===== config.mk =====
export PLATFORM = sky130hd
export DESIGN_NAME = ref_input_control
export DESIGN_NICKNAME = d
export VERILOG_FILES = /design/src/ref_input_pkg.sv /design/src/ref_clock_switch.sv /design/src/ref_predivide.sv /design/src/ref_input_control.sv
export VERILOG_INCLUDE_DIRS = /design/src
export SDC_FILE = /design/constraint.sdc
export NUM_CORES = 1
export LEC_CHECK = 0
export BUFFER_PORTS_ARGS = -buffer_cell sky130_fd_sc_hd__buf_4
export CAP_MARGIN = 10
export CORE_AREA = 2 2 52 54
export CTS_BUF_LIST = sky130_fd_sc_hd__clkbuf_4 sky130_fd_sc_hd__clkbuf_8
export CTS_CLUSTER_SIZE = 20
export DETAILED_ROUTE_END_ITERATION = 10
export DIE_AREA = 0 0 54 56
export PLACE_DENSITY_LB_ADDON = 0.12
export SETUP_SLACK_MARGIN = 0.05
export SLEW_MARGIN = 30
export SYNTH_ARGS = -nofsm -noshare
export SYNTH_HDL_FRONTEND = slang
export SYNTH_SLANG_ARGS = --single-unit

===== constraint.sdc =====
create_clock -name clk -period 1.95 [get_ports clk]
set_input_delay 0.2925 -clock clk [delete_from_list [all_inputs] [get_ports clk]]
set_output_delay 0.2925 -clock clk [all_outputs]
set_load 0.02 [all_outputs]

===== src/ref_input_regs.svh =====
// Register map, field positions and reset values of the reference input control
// Notes on behaviour
// - Skip bit 1 bypasses the glitch-free mux
// - Keep-on 0: alt crystal buffer off after return
// - Keep-on 1: alt crystal buffer keeps running
// - Alt buffer gain: 0 minimum, 1 maximum
// - Main buffer gain: 0 minimum, 1 maximum
// - Predivider code N divides by N+1, 0 bypasses
`ifndef REF_INPUT_REGS_SVH
`define REF_INPUT_REGS_SVH
`define ADDR_INPUT_CLOCK_CONTROL 8'h33
`define ADDR_REFERENCE_PREDIVIDER 8'h34
`define ADDR_REF_STATUS 8'h35
`define BIT_REF_MUX_SKIP 7
`define BIT_ALT_XTAL_KEEP_ON 2
`define BIT_ALT_BUF_GAIN 1
`define BIT_MAIN_BUF_GAIN 0
`define RATIO_MSB 2
`define RATIO_LSB 0
`define BIT_STAT_ALT_ACTIVE 0
`define BIT_STAT_ALT_BUF_ON 1
`define BIT_STAT_MUX_BUSY 2
`define RST_REF_MUX_SKIP 1'b0
`define RST_ALT_XTAL_KEEP_ON 1'b0
`define RST_ALT_BUF_GAIN 1'b1
`define RST_MAIN_BUF_GAIN 1'b1
`define RST_RATIO 3'h0
`define RATIO_BYPASS 3'h0
`define READ_ZERO 8'h00
`endif


===== src/ref_input_pkg.sv =====
// Shared types of the reference input control
package ref_input_pkg;
    typedef logic [7:0] reg_byte_t;
    typedef logic [7:0] reg_addr_t;
    typedef logic [2:0] ratio_t;
    typedef enum logic [1:0] {MUX_RUN, MUX_DRAIN, MUX_ARM} mux_state_t;
endpackage


===== src/ref_clock_switch.sv =====
// Glitch-free switch between the main and alternate reference paths
`include "ref_input_regs.svh"
module ref_clock_switch
    import ref_input_pkg::*;
(
    input wire logic clk,
    input wire logic reset_n,
    input wire logic ref_main,
    input wire logic ref_alt,
    input wire logic want_alt,
    input wire logic skip,
    output logic ref_out,
    output logic alt_active,
    output logic busy
);
    mux_state_t state;
    logic gate_on;
    logic cur_level;

    assign cur_level = alt_active ? ref_alt : ref_main;
    assign busy = (state != MUX_RUN);

    // Unless skipped, gate opens and closes only while a path is low, so no runt pulse
    always_ff @(posedge clk or negedge reset_n) begin
        if (!reset_n) begin
            state <= MUX_RUN;
            gate_on <= 1'b1;
            alt_active <= 1'b0;
        end else if (skip) begin
            state <= MUX_RUN;
            gate_on <= 1'b1;
            alt_active <= want_alt;
        end else begin
            case (state)
                MUX_RUN: begin
                    if (want_alt != alt_active && !cur_level) begin
                        gate_on <= 1'b0;
                        state <= MUX_DRAIN;
                    end
                end
                MUX_DRAIN: begin
                    alt_active <= want_alt;
                    state <= MUX_ARM;
                end
                MUX_ARM: begin
                    if (!cur_level) begin
                        gate_on <= 1'b1;
                        state <= MUX_RUN;
                    end
                end
                default: begin
                    state <= MUX_RUN;
                end
            endcase
        end
    end

    always_ff @(posedge clk or negedge reset_n) begin
        if (!reset_n) begin
            ref_out <= 1'b0;
        end else if (skip) begin
            ref_out <= want_alt ? ref_alt : ref_main;
        end else begin
            ref_out <= gate_on & cur_level;
        end
    end
endmodule


===== src/ref_predivide.sv =====
// Reference predivider, divides by code plus one
`include "ref_input_regs.svh"
module ref_predivide
    import ref_input_pkg::*;
#(
    parameter int RATIO_W = 3
) (
    input wire logic clk,
    input wire logic reset_n,
    input wire logic ref_in,
    input wire logic [RATIO_W-1:0] ratio,
    output logic ref_div
);
    logic prev;
    logic [RATIO_W-1:0] cnt;
    logic [RATIO_W-1:0] ratio_q;
    logic edge_seen;

    assign edge_seen = ref_in ^ prev;

    always_ff @(posedge clk or negedge reset_n) begin
        if (!reset_n) begin
            prev <= 1'b0;
            ratio_q <= `RST_RATIO;
        end else begin
            prev <= ref_in;
            ratio_q <= ratio;
        end
    end

    // Counting both edges keeps a 50% duty for odd ratios too
    always_ff @(posedge clk or negedge reset_n) begin
        if (!reset_n) begin
            cnt <= `RATIO_BYPASS;
            ref_div <= 1'b0;
        end else if (ratio == `RATIO_BYPASS) begin
            cnt <= `RATIO_BYPASS;
            ref_div <= ref_in;
        end else if (ratio != ratio_q) begin
            cnt <= `RATIO_BYPASS;
        end else if (edge_seen) begin
            if (cnt == ratio) begin
                cnt <= `RATIO_BYPASS;
                ref_div <= ~ref_div;
            end else begin
                cnt <= cnt + 1'b1;
            end
        end
    end
endmodule


===== src/ref_input_control.sv =====
// Reference input control: registers, alt buffer power, mux and predivider
//
// The implementer's own choice: the address-and-strobe port.
`include "ref_input_regs.svh"
module ref_input_control
    import ref_input_pkg::*;
(
    input wire logic clk,
    input wire logic reset_n,
    input wire logic [7:0] addr,
    input wire logic [7:0] wdata,
    input wire logic wr_stb,
    input wire logic rd_stb,
    output logic [7:0] rdata,
    input wire logic ref_main,
    input wire logic ref_alt,
    input wire logic want_alt,
    output logic ref_to_pll,
    output logic main_buf_gain,
    output logic alt_buf_gain,
    output logic alt_xtal_buf_on,
    output logic ref_mux_busy
);
    logic ref_mux_skip;
    logic alt_xtal_keep_on;
    ratio_t ref_predivide_ratio;
    logic alt_active;
    logic mux_out;
    logic mux_busy;
    logic next_alt_xtal_buf_on;
    reg_byte_t read_word;
    logic wr_ctl;
    logic wr_div;
    logic first_cycle;

    function automatic logic reg_hit(input reg_addr_t a, input reg_addr_t offset);
        return a == offset;
    endfunction

    assign wr_ctl = wr_stb && reg_hit(addr, `ADDR_INPUT_CLOCK_CONTROL);
    assign wr_div = wr_stb && reg_hit(addr, `ADDR_REFERENCE_PREDIVIDER);
    assign ref_mux_busy = mux_busy;

    // Control register; reserved bits are not stored
    always_ff @(posedge clk or negedge reset_n) begin
        if (!reset_n) begin
            ref_mux_skip <= `RST_REF_MUX_SKIP;
        end else if (wr_ctl) begin
            ref_mux_skip <= wdata[`BIT_REF_MUX_SKIP];
        end
    end

    always_ff @(posedge clk or negedge reset_n) begin
        if (!reset_n) begin
            alt_xtal_keep_on <= `RST_ALT_XTAL_KEEP_ON;
        end else if (wr_ctl) begin
            alt_xtal_keep_on <= wdata[`BIT_ALT_XTAL_KEEP_ON];
        end
    end

    always_ff @(posedge clk or negedge reset_n) begin
        if (!reset_n) begin
            alt_buf_gain <= `RST_ALT_BUF_GAIN;
        end else if (wr_ctl) begin
            alt_buf_gain <= wdata[`BIT_ALT_BUF_GAIN];
        end
    end

    always_ff @(posedge clk or negedge reset_n) begin
        if (!reset_n) begin
            main_buf_gain <= `RST_MAIN_BUF_GAIN;
        end else if (wr_ctl) begin
            main_buf_gain <= wdata[`BIT_MAIN_BUF_GAIN];
        end
    end

    // Predivider code
    always_ff @(posedge clk or negedge reset_n) begin
        if (!reset_n) begin
            ref_predivide_ratio <= `RST_RATIO;
        end else if (wr_div) begin
            ref_predivide_ratio <= wdata[`RATIO_MSB:`RATIO_LSB];
        end
    end

    // Unless skipped, buffer powers up ahead of a switch so the alt path is live when gated in
    always_comb begin
        next_alt_xtal_buf_on = alt_active | want_alt;
        if (alt_xtal_buf_on && alt_xtal_keep_on) begin
            next_alt_xtal_buf_on = 1'b1;
        end
    end

    always_ff @(posedge clk or negedge reset_n) begin
        if (!reset_n) begin
            alt_xtal_buf_on <= 1'b0;
        end else begin
            alt_xtal_buf_on <= next_alt_xtal_buf_on;
        end
    end

    ref_clock_switch u_switch (
        .clk(clk),
        .reset_n(reset_n),
        .ref_main(ref_main),
        .ref_alt(ref_alt),
        .want_alt(want_alt),
        .skip(ref_mux_skip),
        .ref_out(mux_out),
        .alt_active(alt_active),
        .busy(mux_busy)
    );

    ref_predivide #(
        .RATIO_W(3)
    ) u_predivide (
        .clk(clk),
        .reset_n(reset_n),
        .ref_in(mux_out),
        .ratio(ref_predivide_ratio),
        .ref_div(ref_to_pll)
    );

    // Read mux; unmapped addresses and reserved bits read as zero
    always_comb begin
        read_word = `READ_ZERO;
        if (reg_hit(addr, `ADDR_INPUT_CLOCK_CONTROL)) begin
            read_word[`BIT_REF_MUX_SKIP] = ref_mux_skip;
            read_word[`BIT_ALT_XTAL_KEEP_ON] = alt_xtal_keep_on;
            read_word[`BIT_ALT_BUF_GAIN] = alt_buf_gain;
            read_word[`BIT_MAIN_BUF_GAIN] = main_buf_gain;
        end else if (reg_hit(addr, `ADDR_REFERENCE_PREDIVIDER)) begin
            read_word[`RATIO_MSB:`RATIO_LSB] = ref_predivide_ratio;
        end else if (reg_hit(addr, `ADDR_REF_STATUS)) begin
            read_word[`BIT_STAT_ALT_ACTIVE] = alt_active;
            read_word[`BIT_STAT_ALT_BUF_ON] = alt_xtal_buf_on;
            read_word[`BIT_STAT_MUX_BUSY] = mux_busy;
        end
    end

    // Read data stand only in the cycle after the strobe
    always_ff @(posedge clk or negedge reset_n) begin
        if (!reset_n) begin
            rdata <= `READ_ZERO;
        end else if (rd_stb) begin
            rdata <= read_word;
        end else begin
            rdata <= `READ_ZERO;
        end
    end

    always_ff @(posedge clk or negedge reset_n) begin
        if (!reset_n) begin
            first_cycle <= 1'b1;
        end else begin
            first_cycle <= 1'b0;
        end
    end
endmodule


; ---- Word level (Yosys, flattened, before mapping)
; Index checks and enable logic that the tools add are counted.
[op_classes]
n_reduce_logical = 16
bitwise_logic = 4
addsub = 1
multipliers = 0
div_mod_pow = 0
shift = 0
magnitude_cmp = 0
muxes = 27
n_eq_ne = 11
[op_table]
columns = cell, count
row1 = $eq 8x6->1 const B, 3
row2 = $mux 3, 7
row3 = $mux 1, 14
row4 = $mux 8, 1
row5 = $reduce_bool 2->1, 4
row6 = $mux 2, 3
row7 = $pmux 2 s3, 1
row8 = $reduce_and 3->1, 2
row9 = $reduce_bool 3->1, 2
row10 = $logic_and 1x1->1, 4
row11 = $add 3x1->3 const B, 1
row12 = $eq 3x3->1, 1
row13 = $logic_not 3->1, 1
row14 = $ne 3x2->1 const B, 1
row15 = $ne 3x3->1, 1
row16 = $ne 3x3->1 const B, 1
row17 = $eq 2x1->1 const B, 1
row18 = $eq 2x2->1 const B, 1
row19 = $logic_not 2->1, 1
row20 = $ne 2x1->1 const B, 1
row21 = $pmux 1 s2, 1
row22 = $reduce_and 2->1, 1
row23 = $and 1x1->1, 1
row24 = $logic_not 1->1, 1
row25 = other kinds (4), 4
[totals]
input_bits = 23
memories = 0
out_inout_bits = 13
wordCells = 74
ramBits = 0
mem_bits_ro = 0
register_bits = 29
latch_bits = 0

; ---- Logic depth before layout (Yosys ltp)
[depth]
depth_word = 6
ltp_mapped = 5
ltp_nobuf = 5

; ---- By module
; A second synthesis with hierarchy kept.
[hier_totals]
hier_cells = 127
hier_area_um2 = 1391.3
[by_module_without_submodules]
columns = module, cells_each, area_per_inst_um2, seq_area_each_um2, instances
row1 = ref_input_control, 44, 605.6, 302.8, 1
row2 = ref_predivide, 58, 529.3, 200.2, 1
row3 = ref_clock_switch, 25, 256.5, 126.4, 1

; ---- Least setup slack after synthesis
; Ideal clock, no wire load.
[synth_timing]
path_kind = register to register
start = register ref_predivide_ratio[2]
end = register u_predivide.ref_div
slack_ps = 334
required_time_ps = 1864
path_stages_with_launch = 6
setup_ps = 86
period_less_slack_ps = 1616
arrival_time_ps = 1530
n_path_buf = 1
cell_sequence = dfrtp_1 -> buf_6 -> xor2_1 -> or4_4 -> o31a_1 -> nor3_1
[synth_via]
elab_chain_len = 3
word_cells_on_any_way = 8
classes_between = eq/ne: 3 / mux: 1 / reduce/logical: 4
[synth_lines]
columns = element, line_no
row1 = start: declaration, ref_input_control.sv:26  ; ratio_t ref_predivide_ratio;
row2 = start signal: assignment, ref_input_control.sv:80  ; ref_predivide_ratio <= `RST_RATIO;
row3 = start signal: assignment, ref_input_control.sv:82  ; ref_predivide_ratio <= wdata[`RATIO_MSB:`RATIO_LSB];
row4 = "$ne 3x3->1, or another cell as far along", ref_predivide.sv:39  ; end else if (ratio != ratio_q) begin
row5 = $ne 2x1->1 (no line) / $reduce_bool 2->1 (equally long branches), -
row6 = $reduce_and 3->1 (no line), -
row7 = end signal: assignment, ref_predivide.sv:38  ; ref_div <= ref_in;
row8 = end signal: assignment, ref_predivide.sv:44  ; ref_div <= ~ref_div;
row9 = end: declaration, ref_predivide.sv:12  ; output logic ref_div
; Several ways; a longest one is shown, not always the timed one.
; A chain may end at the register's enable or synchronous reset.

; ---- Worst setup path in the final report
[layout_timing]
start = register ref_predivide_ratio[1]
end = register u_predivide.ref_div
; The elaborated chain is that of the path after synthesis.

==> results.sh <==
export IMPL_maxSlewViolCount=0
export IMPL_syn_area_per_cell_um2=10.6
export IMPL_h_tree_depth=1
export IMPL_clock_sinks=25
export IMPL_power_density_nw_per_um2=873
export IMPL_cts_tree="yes"
export IMPL_grtUsageTotal=0.184
export IMPL_drt_iter0_markers=14
export IMPL_post_layout_nonfiller_instances=178
export IMPL_fmax_mhz=571
export IMPL_ant_nets=0
export IMPL_drc_errors=0
export IMPL_reg2reg_from="ref_predivide_ratio[1]"
export IMPL_min_period_over_period=0.897
export IMPL_grt_pass1_vias=913
export IMPL_first_pass_iters=4
export IMPL_antenna_cells=0
export IMPL_setup_viol_count_final=0
export IMPL_finClkSkew_ps=3.63
export IMPL_p_int_mw=0.865
export IMPL_synthCells=118
export IMPL_synth_seq_cells=25
export IMPL_drive_gt1_frac=0.277
export IMPL_pwr_share_comb=0.303
export IMPL_p_seq_frac=0.521
export IMPL_post_cts_buffers=0
export IMPL_critical_path_startpoint="ref_predivide_ratio[1]"
export IMPL_power_share_switching=0.339
export IMPL_core_um2=2430
export IMPL_die_area_um2=3020
export IMPL_ys_types=33
export IMPL_setup_worst_path_class="reg2reg"
export IMPL_vias=919
export IMPL_ir_worst_vdd_v=0.000715
export IMPL_start_kind="flop"
export IMPL_fin_nets=174
export IMPL_die_width_um=54
export IMPL_synth_area_top_cells="dfrtp_1, dfstp_2, mux2_1, nand2_1, mux2i_1"
export IMPL_rows=18
export IMPL_io_pin_count=36
export IMPL_crit_required_ps=2200
export IMPL_port_buffer_count=27
export IMPL_synth_area_um2=1240
export IMPL_dp_hpwl_um=1930
export IMPL_min_path_type="in2reg"
export IMPL_seq_area_frac_synth=0.506
export IMPL_clockPowerShare=0.176
export IMPL_clk_path_buf_depth=2
export IMPL_yosysWarnings=0
export IMPL_numCtsBuffers=3
export IMPL_p_total_mw=1.31
export IMPL_hp_start="wdata[7]"
export IMPL_cap_viol_max_count=0
export IMPL_path_clk_slew_ps=130
export IMPL_leakage_nw=0.752
export IMPL_start_util=0.512
export IMPL_dp_cells=173
export IMPL_wl_per_cell_um=14.0
export IMPL_grt_overflow=0
export IMPL_antenna_found_initial=0
export IMPL_globalplace_congestion=0.721
export IMPL_clk_latency_ps=320
export IMPL_synth_area_leader_cell="dfrtp_1"
export IMPL_wl_um=2490
export IMPL_setup_tns_ps=0
export IMPL_rsz0062_at_grt="no"
export IMPL_fin_crit_ps=1750
export IMPL_cts_root_buf="clkbuf_4"
export IMPL_die_y_um=56
export IMPL_area_growth_syn_to_layout_pct=20.5
export IMPL_outcome="finished clean"
export IMPL_p_sw_mw=0.444
export IMPL_grt_max_degree=26
export IMPL_via_per_inst=5.16
export IMPL_critPathMaxFanout=6
export IMPL_critPathCaptureType="flop"
export IMPL_synth_top_area_share=0.442
export IMPL_cp_arrival_ps=2000
export IMPL_hold_viol_final=0
export IMPL_grt_first_pass_wirelength_um=4090
## cell usage in the layout, fill, tap and decap left out, types with 3 or more instances in the layout
master,netlist,routed
dfstp_2,3,3
nand3_1,3,3
a21oi_1,7,7
mux2_1,7,7
xor2_1,4,4
mux2i_1,5,5
buf_4,4,29
nand3b_1,3,3
dfrtp_1,22,22
clkbuf_4,0,3
nor3_1,4,4
conb_1,1,4
xnor2_1,4,4
nand2_1,14,14
nor2_1,10,10
o21ai_0,4,4
## metrics by stage
step	hold WS (ps)	utilization	worst slack, ps	cell area, um^2
CTS	169	0.617	196	1500
detailed placement	214	0.601	223	1460
finish	171	0.617	200	1500
floorplan	-3.09	-	334	1260
global placement	212	0.601	254	1460
global route	169	0.617	137	1500
## power by group through the flow
stage	registers, mW	clock network, mW	logic, mW
2_1_floorplan	0.677	0	0.275
3_3_place_gp	0.684	0	0.387
3_5_place_dp	0.691	0	0.399
4_1_cts	0.681	0.238	0.404
5_1_grt	0.694	0.264	0.442
6_report	0.682	0.230	0.397
## cell families after synthesis
family          Yosys count  share of synthesized area
compound gates           16                     0.0754
xor+xnor                  8                     0.0563
fa+ha+maj                 2                     0.0201
buf+inv                   9                     0.0452
flops                    25                      0.506
mux                      14                      0.122
other cells               1                    0.00301
simple gates             43                      0.173
## state kept, by name, indices dropped and copies added, names as in the netlist, 2 cells and up
name                 cells
u_predivide.ratio_q      3
u_switch.state           2
rdata                    4
ref_predivide_ratio      3
u_predivide.cnt          3
## repair_timing
| action | in CTS | in global routing |
|---|---|---|
| endpoints found under the hold margin | 22 | 0 |
| gates resized for setup | 0 | 0 |
| hold buffers | 1 | 0 |
## path summary, 6_finish.rpt
| path | slack (ps) | cells after the start | end |
|---|---|---|---|
| setup / recovery | 200 | 4 | u_predivide.ref_div |
| setup reg to reg | 200 | 4 | u_predivide.ref_div |
| min in group asynchronous | 390 | 2 | u_predivide.ref_div |
| hold / removal | 170 | 2 | ref_mux_skip |
| max in group asynchronous | 1270 | 2 | main_buf_gain |
| hold reg to reg | 510 | 2 | u_switch.gate_on |
## layout make-up
type	instances	area, um^2
fillers	218	932
flip-flops and latches	25	629
multi-input cells	87	571
repair buffers	30	228
well taps	30	37.5
clock buffers	3	22.5
inverters	2	7.51
clock inverters	1	5.00
## routing by layer
metal	vias to the layer above	wire length, um	track usage
li1	460	-	-
met1	438	1130	0.239
met2	17	1260	0.298
met3	4	55	0.0349
met4	0	40	0.0643
met5	-	0	0
## synth_stat cells, drive strengths merged
| master | instances |
|---|---|
| mux2 | 9 |
| nand3 | 4 |
| a21oi | 7 |
| o21ai | 4 |
| nor4 | 1 |
| dfrtp | 22 |
| nor3 | 4 |
| or4 | 1 |
| xnor2 | 4 |
| buf | 5 |
| ha | 2 |
| dfstp | 3 |
| nand2 | 14 |
| nor2b | 2 |
| nand3b | 3 |
| clkbuf | 2 |
| a2bb2oi | 1 |
| xor2 | 4 |
| a31oi | 1 |
| nand4b | 1 |
| or2 | 1 |
| or3 | 1 |
| nand2b | 1 |
| inv | 2 |
| mux2i | 5 |
| o31ai | 1 |
| o31a | 1 |
| conb | 1 |
| a211oi | 1 |
| nor2 | 10 |
## worst max-delay path, cell delays in order, from the launching register on
cell and delay (ps):
dfrtp_1 490, xor2_1 180, or4_4 590, o31a_1 260
nor3_1 170
(Power assumes the default switching activity.)
